### src/core/eps_serial_map.vh
`ifndef EPS_SERIAL_MAP_VH
`define EPS_SERIAL_MAP_VH
// ************************************************
// mode strap levels
// ************************************************
`define EPS_MODE_FOUR_WIRE  1'h0
`define EPS_MODE_THREE_WIRE 1'h1
// ************************************************
// frame lengths in serial clocks
// ************************************************
`define EPS_BITS_FOUR_WIRE  4'h8
`define EPS_BITS_THREE_WIRE 4'h9
`define EPS_CNT_RESET       4'h0
`define EPS_CNT_STEP        4'h1
// ************************************************
// data/command selector levels
// ************************************************
`define EPS_SEL_DATA        1'h1
`define EPS_SEL_CMD         1'h0
// ************************************************
// reset values
// ************************************************
`define EPS_BYTE_RESET      8'h00
`define EPS_SYNC_LOW        2'h0
`define EPS_SYNC_HIGH       2'h3
`define EPS_BIT_LOW         1'h0
`define EPS_BIT_HIGH        1'h1
`define EPS_BUSY_IDLE_N     1'h1
`endif

### src/core/eps_serial_port.v
`timescale 1ns/1ps
`include "eps_serial_map.vh"

module eps_serial_port (
  input  wire       ref_clk_in,
  input  wire       rst_n_in,
  input  wire       bus_select_strap_in,
  input  wire       serial_clk_in,
  input  wire       serial_in,
  input  wire       chip_select_n_in,
  input  wire       data_cmd_in,
  input  wire       core_busy_in,
  output reg        serial_data_out,
  output reg        serial_data_oe_out,
  output reg  [7:0] ram_data_out,
  output reg        ram_write_out,
  output reg  [7:0] cmd_data_out,
  output reg        cmd_write_out,
  output reg        busy_out_n,
  output reg        three_wire_mode_out
);

  // ************************************************
  // internal state
  // ************************************************
  reg  [1:0] sync_clk;
  reg  [1:0] sync_din;
  reg  [1:0] sync_cs;
  reg  [1:0] sync_dc;
  reg  [1:0] sync_bs;
  reg        clk_prev;
  reg  [7:0] shift;
  reg        sel_bit;
  reg  [3:0] bit_cnt;
  reg        mode;
  reg        strap_taken;
  reg  [3:0] next_bit_cnt;
  wire       clk_rise;
  wire       cs_active;
  wire       bit_take;
  wire       sel_slot;
  wire       frame_end;
  wire       to_ram;
  wire [3:0] frame_len;
  wire [7:0] byte_done;

  // ************************************************
  // shared decoding
  // ************************************************
  // frame length in serial clocks for the captured mode
  function [3:0] frame_bits;
    input m;
    frame_bits = (m == `EPS_MODE_THREE_WIRE) ? `EPS_BITS_THREE_WIRE : `EPS_BITS_FOUR_WIRE;
  endfunction

  // shifter contents with the arriving bit put in at the lsb
  function [7:0] join_bit;
    input [7:0] sh;
    input       b;
    join_bit = {sh[6:0], b};
  endfunction

  // 3-wire trusts only the frame's own selector; the dc pin is ignored
  function route_ram;
    input m;
    input sel;
    input dc;
    if (m == `EPS_MODE_THREE_WIRE)
      route_ram = (sel == `EPS_SEL_DATA);
    else
      route_ram = (dc == `EPS_SEL_DATA);
  endfunction

  // ************************************************
  // input synchronisers
  // ************************************************
  // two flops per pin; only the second stage feeds logic
  always @(posedge ref_clk_in) begin
    if (!rst_n_in) begin
      sync_clk <= `EPS_SYNC_LOW;
      clk_prev <= `EPS_BIT_LOW;
    end else begin
      sync_clk <= {sync_clk[0], serial_clk_in};
      clk_prev <= sync_clk[1];
    end
  end

  always @(posedge ref_clk_in) begin
    if (!rst_n_in) begin
      sync_din <= `EPS_SYNC_LOW;
    end else begin
      sync_din <= {sync_din[0], serial_in};
    end
  end

  // deselected level in reset so no frame can start during it
  always @(posedge ref_clk_in) begin
    if (!rst_n_in) begin
      sync_cs <= `EPS_SYNC_HIGH;
    end else begin
      sync_cs <= {sync_cs[0], chip_select_n_in};
    end
  end

  always @(posedge ref_clk_in) begin
    if (!rst_n_in) begin
      sync_dc <= `EPS_SYNC_LOW;
    end else begin
      sync_dc <= {sync_dc[0], data_cmd_in};
    end
  end

  // strap sync runs through reset so its level is settled at release
  always @(posedge ref_clk_in) begin
    sync_bs <= {sync_bs[0], bus_select_strap_in};
  end

  // ************************************************
  // edge detect and frame position
  // ************************************************
  assign clk_rise  = sync_clk[1] & ~clk_prev;
  assign cs_active = ~sync_cs[1];
  assign bit_take  = cs_active & clk_rise;
  assign frame_len = frame_bits(mode);
  assign sel_slot  = (mode == `EPS_MODE_THREE_WIRE) && (bit_cnt == `EPS_CNT_RESET);
  assign byte_done = join_bit(shift, sync_din[1]);
  assign to_ram    = route_ram(mode, sel_bit, sync_dc[1]);
  assign frame_end = bit_take && (next_bit_cnt == `EPS_CNT_RESET);

  always @* begin
    next_bit_cnt = bit_cnt + `EPS_CNT_STEP;
    if (next_bit_cnt == frame_len) begin
      next_bit_cnt = `EPS_CNT_RESET;
    end
  end

  // ************************************************
  // mode strap, caught once after reset release
  // ************************************************
  // strap is a board level; re-reading it mid-session would corrupt framing
  always @(posedge ref_clk_in) begin
    if (!rst_n_in) begin
      mode        <= `EPS_MODE_FOUR_WIRE;
      strap_taken <= `EPS_BIT_LOW;
    end else if (!strap_taken) begin
      mode        <= sync_bs[1];
      strap_taken <= `EPS_BIT_HIGH;
    end
  end

  // ************************************************
  // bit counter, shifter and selector
  // ************************************************
  always @(posedge ref_clk_in) begin
    if (!rst_n_in) begin
      bit_cnt <= `EPS_CNT_RESET;
    end else if (!cs_active) begin
      bit_cnt <= `EPS_CNT_RESET;
    end else if (clk_rise) begin
      bit_cnt <= next_bit_cnt;
    end
  end

  always @(posedge ref_clk_in) begin
    if (!rst_n_in) begin
      shift <= `EPS_BYTE_RESET;
    end else if (!cs_active) begin
      shift <= `EPS_BYTE_RESET;
    end else if (clk_rise && !sel_slot) begin
      shift <= join_bit(shift, sync_din[1]);
    end
  end

  always @(posedge ref_clk_in) begin
    if (!rst_n_in) begin
      sel_bit <= `EPS_SEL_CMD;
    end else if (bit_take && sel_slot) begin
      sel_bit <= sync_din[1];
    end
  end

  // ************************************************
  // byte routing
  // ************************************************
  // strobes last one cycle; the byte holds until the next write of its kind
  always @(posedge ref_clk_in) begin
    if (!rst_n_in) begin
      ram_data_out  <= `EPS_BYTE_RESET;
      ram_write_out <= `EPS_BIT_LOW;
    end else begin
      ram_write_out <= `EPS_BIT_LOW;
      if (frame_end && to_ram) begin
        ram_data_out  <= byte_done;
        ram_write_out <= `EPS_BIT_HIGH;
      end
    end
  end

  always @(posedge ref_clk_in) begin
    if (!rst_n_in) begin
      cmd_data_out  <= `EPS_BYTE_RESET;
      cmd_write_out <= `EPS_BIT_LOW;
    end else begin
      cmd_write_out <= `EPS_BIT_LOW;
      if (frame_end && !to_ram) begin
        cmd_data_out  <= byte_done;
        cmd_write_out <= `EPS_BIT_HIGH;
      end
    end
  end

  // ************************************************
  // status outputs
  // ************************************************
  // write-only port: the data pin never leaves input mode
  always @(posedge ref_clk_in) begin
    if (!rst_n_in) begin
      serial_data_out    <= `EPS_BIT_LOW;
      serial_data_oe_out <= `EPS_BIT_LOW;
    end else begin
      serial_data_out    <= `EPS_BIT_LOW;
      serial_data_oe_out <= `EPS_BIT_LOW;
    end
  end

  always @(posedge ref_clk_in) begin
    if (!rst_n_in) begin
      busy_out_n <= `EPS_BUSY_IDLE_N;
    end else begin
      busy_out_n <= ~core_busy_in;
    end
  end

  always @(posedge ref_clk_in) begin
    if (!rst_n_in) begin
      three_wire_mode_out <= `EPS_MODE_FOUR_WIRE;
    end else begin
      three_wire_mode_out <= mode;
    end
  end

endmodule

### config.mk
export PLATFORM = sky130hd
export DESIGN_NAME = eps_serial_port
export DESIGN_NICKNAME = d
export VERILOG_FILES = /design/src/core/eps_serial_port.v
export VERILOG_INCLUDE_DIRS = /design/src /design/src/core
export SDC_FILE = /design/constraint.sdc
export NUM_CORES = 1
export LEC_CHECK = 0
export BUFFER_PORTS_ARGS = -buffer_cell sky130_fd_sc_hd__buf_4
export CORE_AREA = 10 10 70 72
export CTS_BUF_LIST = sky130_fd_sc_hd__clkbuf_4 sky130_fd_sc_hd__clkbuf_8 sky130_fd_sc_hd__clkbuf_16
export DETAILED_ROUTE_END_ITERATION = 10
export DIE_AREA = 0 0 80 82
export GPL_TIMING_DRIVEN = 0
export PLACE_DENSITY = 0.75
export SLEW_MARGIN = 25
export SYNTH_ARGS = -nofsm -noshare
export SYNTH_HDL_FRONTEND = slang
export SYNTH_SLANG_ARGS = --single-unit
### constraint.sdc
create_clock -name ref_clk_in -period 2 [get_ports ref_clk_in]
set_input_delay 0.4 -clock ref_clk_in [delete_from_list [all_inputs] [get_ports ref_clk_in]]
set_output_delay 0.4 -clock ref_clk_in [all_outputs]
set_load 0.005 [all_outputs]
**Word level (Yosys, flattened, before mapping)**

Index checks and enable logic that the tools add are counted.

- Word-level logic and storage cells: 42
- Bits in registers: 45

- Add/subtract/negate cells: 1
- Bitwise gates (word level): 6
- Reductions and logical operators: 11
- Multiplexer cells: 6
- Equality and inequality tests: 1

Operators with widths:

| operator | count |
|---|---|
| 4-bit zero test | 2 |
| 1-bit logical AND | 6 |
| 1-bit 2-to-1 mux | 5 |
| 4-bit by 1-bit adder with 4-bit output, second input constant | 1 |
| 4-bit equality test | 1 |
| 4-bit 2-to-1 mux | 1 |
| 1-bit inverter | 4 |
| 1-bit bitwise AND | 2 |
| 1-bit zero test | 2 |
| 2-bit OR reduction | 1 |

**Depth between registers and ports, before layout**

Gate-level depths: netlist of the first run.

- Word-level depth: 7
- Mapped depth: 6
- Depth with buffers taken out: 6

**Worst setup path after synthesis of the first run**

OpenSTA, ideal clock, no wires.

- Path kind: flip-flop to flip-flop
- Start point: register bit_cnt[0]
- End point: register cmd_data_out[0]
- Data required time: 1881 ps
- Path slack: 370 ps
- Arrival: 1511 ps
- Buffers on the path: 1
- Clock period less this slack: 1630 ps
- Stages on the path, launching flop included: 7
- Cells stage by stage: dfxtp_1 > inv_1 > ha_1 > nor4_2 > o211ai_1 > buf_6 > mux2i_1

- Cells in the longest elaborated chain, start to end: 6

Ends and longest elaborated chain:

| what | RTL line | text |
|---|---|---|
| start: declaration | eps_serial_port.v:34 | `reg [3:0] bit_cnt;` |
| start signal: assignment | eps_serial_port.v:156 | `` bit_cnt <= `EPS_CNT_RESET; `` |
| start signal: assignment | eps_serial_port.v:158 | `` bit_cnt <= `EPS_CNT_RESET; `` |
| start signal: assignment | eps_serial_port.v:160 | `bit_cnt <= next_bit_cnt;` |
| 4-bit by 1-bit adder with 4-bit output (no source line) (*) | n/a |  |
| 4-bit equality test | eps_serial_port.v:132 | `if (next_bit_cnt == frame_len) begin` |
| 4-bit 2-to-1 mux (*) | eps_serial_port.v:132 |  |
| 4-bit zero test (no source line) (*) | n/a |  |
| 1-bit logical AND (*) | eps_serial_port.v:128 | `` assign frame_end = bit_take && (next_bit_cnt == `EPS_CNT_RESET); `` |
| 1-bit logical AND (*) | eps_serial_port.v:205 | `if (frame_end && !to_ram) begin` |
| end signal: assignment | eps_serial_port.v:201 | `` cmd_data_out <= `EPS_BYTE_RESET; `` |
| end signal: assignment | eps_serial_port.v:206 | `cmd_data_out <= byte_done;` |
| end: declaration | eps_serial_port.v:17 | `output reg [7:0] cmd_data_out,` |

Mark *: on every way between the ends. The rest lies on a longest branch, timed or not.
A chain may end at the register's enable or synchronous reset.

**Worst setup path after layout of the first run**

- Start point: register bit_cnt[0]
- End point: register ram_data_out[3]

- Cells in the longest elaborated chain, start to end: 6

Ends and longest elaborated chain:

| what | RTL line | text |
|---|---|---|
| 4-bit by 1-bit adder with 4-bit output (no source line) (*) | n/a |  |
| 4-bit equality test | eps_serial_port.v:132 |  |
| 4-bit 2-to-1 mux (*) | eps_serial_port.v:132 |  |
| 4-bit zero test (no source line) (*) | n/a |  |
| 1-bit logical AND (*) | eps_serial_port.v:128 |  |
| 1-bit logical AND (*) | eps_serial_port.v:192 | `if (frame_end && to_ram) begin` |
| end signal: assignment | eps_serial_port.v:188 | `` ram_data_out <= `EPS_BYTE_RESET; `` |
| end signal: assignment | eps_serial_port.v:193 | `ram_data_out <= byte_done;` |
| end: declaration | eps_serial_port.v:15 | `output reg [7:0] ram_data_out,` |

Marks and branches as above.

==> flow_summary.yaml, run 1 <==
outcome:
  status: "complete, no violations"
finish:
  seq_area_um2: 902
  nets: 212
  drive_above_1_share: 0.227
  fill_cells: 321
  diodes: 0
  finish.utilization: 0.576
  multi_input_area_um2: 714
  area_growth_syn_to_layout_pct: 20.9
clock_tree:
  clock_sinks: 45
  cts_hold_buf: 0
  clk_pin_slew_ns: 0.12
  clock-root-buffer: "clkbuf_4"
  cts_buffers: 5
  tritoncts: "done"
  clockBufferDepth: 2
  clk_latency_ns: 0.35
  htreeDepth: 2
global_routing:
  grt-ovfl-total: 0
  antenna_found_initial: 0
  grt_max_degree: 14
  grt_pass1_vias: 1246
  grt.total_usage: 0.109
  grt_pass1_wl_mm: 5.63
power_and_ir_drop:
  p_comb_frac: 0.042
  switching_share: 0.199
  internal-power_w: 0.00126
  p_leak_nw: 0.940
  peakVddDrop_uv: 631
  powerDensity_nw_per_um2: 760
  switchingPower_w: 0.000312
  p_seq_frac: 0.584
  power_frac_clock: 0.374
floorplan:
  die_area_um2: 6560
  fp-row-count: 22
  core_um2: 3580
  io_pins: 30
  start_util: 0.477
  die_w_um: 80
  die_y_um: 82
synth:
  avgSynthCellArea_um2: 10.2
  netlist_instances: 167
  synthMostInstantiatedCell: "dfxtp_1"
  synthesis.area_um2: 1710
  synth_ff_type: "dfxtp_1"
  synthTopCellsByArea: "dfxtp_1 53%, mux2i_1 17%, nand2_1 6.4%"
  netlist_top_cells_count: "45 x dfxtp_1, 29 x mux2i_1, 29 x nand2_1"
  synth-seq-cells: 45
  postSynth.asyncResetShare: 0
  synth_edf_count: 0
  seq_area_frac_synth: 0.528
  synth.top_cell.area_share: 0.528
  synth_top_cell_by_area: "dfxtp_1"
  synth_cell_type_count: 27
  ys_warn_count: 0
worst_setup_path:
  end_kind: "flip-flop"
  required_ns: 2.24
  startpoint_type: "flip-flop"
  crit_start: "bit_cnt[0]"
  crit_arrival_ns: 2.00
  r2r-start: "bit_cnt[0]"
  crit_fanout: 9
  crit_type: "reg2reg"
drt:
  vias: 1208
  drc: 0
  wl_per_cell_um: 13.4
  drt_iter0_markers: 56
  firstDrtPassIters: 2
  ant_nets: 0
  avgViaCountPerCell: 4.81
  finalWirelength_mm: 3.38
timing:
  slew_viol_final: 0
  rsz0062_at_grt: "false"
  clock_skew_ns: 0.00442
  hold_violations: 0
  timing.fmax_mhz: 570
  setup_viol: 0
  period_needed_ns: 1.75
  fin_crit_sh: 0.877
  setup-tns-final_ns: 0
min_path:
  hp-class: "in2reg"
  hp-start: "bus_select_strap_in"
place:
  place_hpwl_mm: 2.49
  io_buffers: 27
  gp_congestion: 0.735
job:
  cap_violations: 0
[power groups by stage]
stage	Clock [W]	Combinational (W)	Sequential (W)
after global placement	0	0.0000635	0.000935
after global routing	0.000640	0.0000731	0.000918
after CTS	0.000597	0.0000664	0.000916
after detailed placement	0	0.0000661	0.000936
final	0.000586	0.0000659	0.000916
after floorplan	0	0.0000427	0.000935
[metrics by stage]
stage | cells | setup slack (ns) | cell area [um2] | power, W | hold WS [ns]
finish | 251 | 0.245 | 2060 | 0.00157 | 0.151
global route | 251 | 0.125 | 2060 | 0.00163 | 0.112
floorplan | 168 | 0.370 | 1710 | 0.000978 | 0.310
CTS | 251 | 0.134 | 2060 | 0.00158 | 0.133
detailed placement | 243 | 0.182 | 1970 | 0.00100 | 0.312
global placement | 243 | 0.252 | 1970 | 0.000999 | 0.310
[cells in the final DEF, fill, tap and decap left out, types with 2 or more instances in the layout]
| master | synthesis | final |
|---|---|---|
| dfxtp_1 | 45 | 44 |
| nand2_1 | 29 | 29 |
| mux2i_1 | 29 | 29 |
| buf_4 | 2 | 29 |
| nor2_1 | 15 | 15 |
| and2_1 | 8 | 8 |
| clkbuf_4 | 0 | 6 |
| clkbuf_1 | 5 | 5 |
| inv_1 | 4 | 4 |
| buf_6 | 4 | 4 |
| nand2b_1 | 4 | 4 |
| nand3_1 | 3 | 3 |
| xor2_1 | 2 | 2 |
| o211ai_1 | 2 | 2 |
| ha_1 | 2 | 2 |
| conb_1 | 1 | 2 |
[state kept, by name (all words and copies together), names as in the netlist, 2 cells and up]
| register | count |
|---|---|
| sync_din | 2 |
| sync_cs | 2 |
| sync_dc | 2 |
| cmd_data_out | 8 |
| bit_cnt | 4 |
| sync_clk | 2 |
| sync_bs | 2 |
| shift | 7 |
| ram_data_out | 8 |
[path summary, 6_finish.rpt]
check             slack (ns)  cells past startpoint              end
setup / recovery        0.25                      6  ram_data_out[3]
hold / removal          0.15                      1       sync_bs[0]
setup reg to reg        0.25                      6  ram_data_out[3]
hold reg to reg         0.34                      0       sync_bs[1]
[metal layers]
layer,part of all wire,up-vias,GRT usage
li1,-,611,-
met1,0.42,561,0.114
met2,0.48,27,0.177
met3,0.064,9,0.0469
met4,0.036,0,0.0669
met5,0,-,0
[cell families after synthesis]
logic type / Yosys count / share of synthesized area
and+or+nand+nor: 66 / 0.185
muxes: 30 / 0.177
DFF: 45 / 0.528
AOI/OAI and AO/OA: 5 / 0.0227
buffers and inverters: 15 / 0.0550
adders and majority gates: 2 / 0.0147
other: 1 / 0.00220
xor gates and xnor gates: 3 / 0.0154
[layout make-up]
type | count | share of cell area
timing repair buffer | 27 | 0.0983
sequential | 45 | 0.437
buffer | 11 | 0.0382
multi-input combinational | 108 | 0.346
tap | 48 | 0.0291
clock buffer | 7 | 0.0285
inverter | 4 | 0.00728
clock inverter | 1 | 0.0146
[what timing repair did]
action                     CTS  global route
buffers inserted             0             0
setup endpoints to repair    0             1
gates resized for setup      0             1
[worst max-delay path, stage by stage, from the launching register on]
cell	delay (ns)
dfxtp_2	0.43
inv_1	0.10
ha_1	0.34
nor4_2	0.31
o211ai_1	0.16
buf_6	0.19
mux2i_1	0.13
Power figures use the tool's default switching activity.
==> run 2, diff against run 1 <==
GPL_TIMING_DRIVEN = not set   (was 0)
==> flow_summary.yaml, run 2 (synthesis results as in run 1) <==
finish:
  fill_cells: 322
  reg_top3: "cmd_data_out x8, ram_data_out x8, shift x7"
  drive_above_1_share: 0.211
  nets: 204
  most-common-layout-cells: "45 x dfxtp_1, 30 x buf_4, 29 x nand2_1, 29 x mux2i_1, 15 x nor2_1"
  final_common_cell: "dfxtp_1"
  seq_area_um2: 901
  diodes: 0
  fin_area_um2: 1970
  multi_input_area_um2: 714
  area_growth_syn_to_layout_pct: 15.8
drt:
  firstDrtPassIters: 5
  avgViaCountPerCell: 4.81
  ant_nets: 0
  drc: 0
  vias: 1163
  finalWirelength_mm: 3.29
  wl_per_cell_um: 13.6
  drt_iter0_markers: 86
floorplan:
  fp-row-count: 22
  die_y_um: 82
  io_pins: 30
  core_um2: 3580
  start_util: 0.477
  die_area_um2: 6560
  die_w_um: 80
timing:
  hold_ws_ns: 0.150
  slew_viol_final: 0
  hold_violations: 0
  clock_skew_ns: 0.00752
  period_needed_ns: 1.83
  setup_slack_ns: 0.171
  setup-tns-final_ns: 0
  rsz0062_at_grt: "false"
  timing.fmax_mhz: 547
  fin_crit_sh: 0.915
  setup_viol: 0
min_path:
  hp-class: "in2reg"
worst_setup_path:
  crit_buf_inv: 2
  startpoint_type: "flip-flop"
  crit_type: "reg2reg"
  required_ns: 2.28
  cp_cell_sequence: "inv_1 -> ha_1 -> nor4_2 -> o211ai_1 -> buf_4 -> mux2i_1"
  crit_fanout: 9
  end_kind: "flip-flop"
  slowest_stage: "dfxtp_1"
  crit_family: "flip-flops"
  crit_arrival_ns: 2.11
  slowest_delay_ns: 0.46
power_and_ir_drop:
  powerDensity_nw_per_um2: 715
  peakVddDrop_uv: 549
  p_leak_nw: 0.898
clock_tree:
  clock_sinks: 45
  clock-root-buffer: "clkbuf_4"
  cts_buffers: 5
  cts_resized: 0
  post-cts-setup-buffers: 0
  clk_pin_slew_ns: 0.12
  htreeDepth: 2
  tritoncts: "done"
  clk_latency_ns: 0.35
  cts_hold_buf: 0
  clockBufferDepth: 2
global_routing:
  grt_pass1_wl_mm: 5.40
  grt.total_usage: 0.105
  antenna_found_initial: 0
  grt-ovfl-total: 0
  grt_max_degree: 40
  grt_pass1_vias: 1193
place:
  dpl_worst_slack_ns: 0.191
  gp_congestion: 0.734
  place_hpwl_mm: 2.42
  placed_area_um2: 1920
  io_buffers: 27
outcome:
  status: "complete, no violations"
job:
  cap_violations: 0
run 2: changes by cell type in the layout (fill, tap and decap cells not counted), sizes merged:
cell	delta
clkbuf	-5
buf	-3
bufinv	-1
run 2: worst paths after layout:
path	start	to	slack [ns]	depth (start not counted)
min	bus_select_strap_in	sync_bs[0]	0.15	1
max	bit_cnt[0]	ram_data_out[2]	0.17	6
min reg2reg	sync_bs[0]	sync_bs[1]	0.34	0
max reg2reg	bit_cnt[0]	ram_data_out[2]	0.17	6
run 2: layout make-up:
class | instances | share of cell area
sequential | 45 | 0.456
multi-input combinational | 108 | 0.362
timing repair buffer | 30 | 0.114
tap | 48 | 0.0304
clock buffer | 7 | 0.0298
inverter | 4 | 0.00760
run 2: through the flow:
step / power [W] / util / cells
finish: 0.00141 / 0.552 / 242
global route: 0.00148 / 0.552 / 242
CTS: 0.00143 / 0.552 / 242
detailed placement: 0.000992 / 0.535 / 235
global placement: 0.000989 / 0.535 / 235
floorplan: 0.000978 / - / 168
run 2: report_power, final:
group	switching [W]	internal (W)	leakage, nW	total, W
combinational	0.0000272	0.0000255	0.497	0.0000527
sequential	0.00000841	0.000910	0.366	0.000919
clock	0.000261	0.000180	0.0348	0.000440
total	0.000296	0.00112	0.898	0.00141
run 2: per-layer routing:
metal,global-route usage,wire length [um],up-vias
li1,-,-,591
met1,0.122,1580,536
met2,0.165,1460,31
met3,0.0491,202,5
met4,0.0423,44,0
met5,0,0,-
==> run 3, diff against run 2 <==
ABC_AREA = 1   (was not set)
CORE_AREA = 10 10 73 75   (was 10 10 70 72)
DIE_AREA = 0 0 83 85   (was 0 0 80 82)
PLACE_DENSITY = 0.74   (was 0.75)
clock period = 1.8 ns   (was 2 ns; I/O delays follow)
==> flow_summary.yaml, run 3 <==
synth:
  synthMostInstantiatedCell: "inv_1"
  avgSynthCellArea_um2: 7.43
  synth_ff_type: "dfxtp_1"
  ys_warn_count: 0
  postSynth.asyncResetShare: 0
  synthesis.area_um2: 1870
  synth_top_cell_by_area: "dfxtp_1"
  synth_edf_count: 0
  synth.top_cell.area_share: 0.481
  seq_area_frac_synth: 0.481
  synth-seq-cells: 45
  netlist_top_cells_count: "57 x inv_1, 53 x nand2_1, 45 x dfxtp_1"
  netlist_instances: 252
  synthTopCellsByArea: "dfxtp_1 48%, inv_1 11%, nand2_1 11%"
  synth_cell_type_count: 25
timing:
  fin_crit_sh: 0.946
  worstMarginPinSlew_ns: 0.523
  clock_skew_ns: 0.00898
  slew_headroom: 0.651
  setup-tns-final_ns: 0
  hold_ws_ns: 0.165
  period_needed_ns: 1.70
  timing.fmax_mhz: 587
  setup_viol: 0
  hold_violations: 0
  slew_viol_final: 0
worst_setup_path:
  slowest_stage: "dfxtp_4"
  crit_type: "reg2reg"
  r2r-end: "ram_data_out[1]"
  startpoint_type: "flip-flop"
  crit_arrival_ns: 1.94
  required_ns: 2.04
  crit_fanout: 7
  r2r-start: "bit_cnt[0]"
  r2r_cells: 12
  worst-r2r-setup-slack_ns: 0.1
  cp_cell_sequence: "inv_2 -> ha_4 -> inv_2 -> nand3_1 -> nor2_1 -> nand2_1 -> nand2_4 -> buf_4 -> nand3_2 -> nand2_1 -> inv_1 -> nor2_1"
  slowest_delay_ns: 0.36
  end_kind: "flip-flop"
place:
  place_hpwl_mm: 2.62
  gp_congestion: 0.860
  io_buffers: 27
drt:
  ant_nets: 0
  finalWirelength_mm: 4.07
  wl_per_cell_um: 12.0
  drt_iter0_markers: 141
  avgViaCountPerCell: 4.73
  drc: 0
  vias: 1598
  firstDrtPassIters: 4
clock_tree:
  tritoncts: "done"
  htreeDepth: 2
  cts_hold_buf: 0
  clk_latency_ns: 0.30
  clk_pin_slew_ns: 0.08
  clock-root-buffer: "clkbuf_8"
  cts_buffers: 5
  clock_sinks: 45
  clockBufferDepth: 2
floorplan:
  start_util: 0.479
  io_pins: 30
  die_y_um: 85
  die_area_um2: 7060
  fp-row-count: 23
  core_um2: 3910
  die_w_um: 83
min_path:
  whs_path_depth: 1
  whs_endpoint: "sync_bs[0]"
  hp-start: "bus_select_strap_in"
  hp-class: "in2reg"
global_routing:
  grt-busiest-layer: "met2"
  grt-ovfl-total: 0
  grt.total_usage: 0.106
  grt_max_degree: 29
  grtUsageMet2: 0.167
  grt_use_met3: 0.0430
  grt_pass1_wl_mm: 6.46
  grt_pass1_vias: 1456
  met1_usage: 0.127
  antenna_found_initial: 0
finish:
  nets: 297
  fill_cells: 380
  diodes: 0
  reg_top3: "cmd_data_out x8, ram_data_out x8, shift x7"
  area_growth_syn_to_layout_pct: 25.2
  drive_above_1_share: 0.222
  final_common_cell: "inv_1"
  most-common-layout-cells: "56 x inv_1, 53 x nand2_1, 43 x dfxtp_1"
outcome:
  status: "complete, no violations"
job:
  cap_violations: 0
power_and_ir_drop:
  p_leak_nw: 1.11
  powerDensity_nw_per_um2: 860
  peakVddDrop_uv: 513
## run 3: logic make-up (layout without fill, tap and decap cells)
logic type | Yosys count | in the layout | synth area share
simple gates | 104 | 105 | 0.261
other cells | 1 | 2 | 0.00200
flops | 45 | 45 | 0.481
xor+xnor | 1 | 1 | 0.00468
fa+ha+maj | 2 | 2 | 0.0134
buf+inv | 71 | 105 | 0.154
compound gates | 28 | 28 | 0.0848
## run 3: through the flow
stage	utilization	total power, W	area (um2)	worst slack, ns	cells
6_report	0.599	0.00202	2340	0.0965	338
5_1_grt	0.599	0.00208	2340	-0.0420	338
4_1_cts	0.578	0.00202	2260	0.0120	334
3_5_place_dp	0.544	0.00114	2130	0.0516	326
3_3_place_gp	0.544	0.00113	2130	0.0884	326
2_1_floorplan	-	0.00111	1880	0.0674	253
## run 3: worst max-delay path by stage
stage                          start         endpoint  slack, ns  cells past startpoint
final                     bit_cnt[0]  ram_data_out[1]        0.1                     12
after CTS                 bit_cnt[0]  ram_data_out[3]       0.01                     11
after floorplan           bit_cnt[0]  cmd_data_out[0]       0.07                     11
after detailed placement  bit_cnt[0]  cmd_data_out[0]       0.05                     11
after global routing      bit_cnt[0]  ram_data_out[4]      -0.04                     12
after global placement    bit_cnt[0]  ram_data_out[3]       0.09                     11
## run 3: final cells by class
cell class                 instances  area (um2)  area share
tap                               50        62.6      0.0267
clock buffer                       5        68.8      0.0293
sequential                        45         906       0.386
timing repair buffer              36         285       0.122
multi-input combinational        138         728       0.311
clock inverter                     3        65.1      0.0277
inverter                          61         229      0.0977
## run 3: layer usage
layer | wire length (um) | share of wire
met1 | 1870 | 0.46
met2 | 1790 | 0.44
met4 | 82 | 0.020
met3 | 327 | 0.080
met5 | 0 | 0
## run 3: timing repair
action                     in CTS  in global routing
resized for setup               0                 12
setup endpoints to repair       0                 19
setup buffers                   0                  3
## run 3: critical path: cells and delay by family (launching register included)
family	cells	cell delay, ns
AND/OR/NAND/NOR	7	0.68
buffers and inverters	4	0.37
adder cells (fa/ha/maj)	1	0.21
flip-flops	1	0.36
## run 3: where the power goes
group          switching [W]  internal, W
clock network       0.000347     0.000551
logic              0.0000632    0.0000348
registers         0.00000931      0.00101
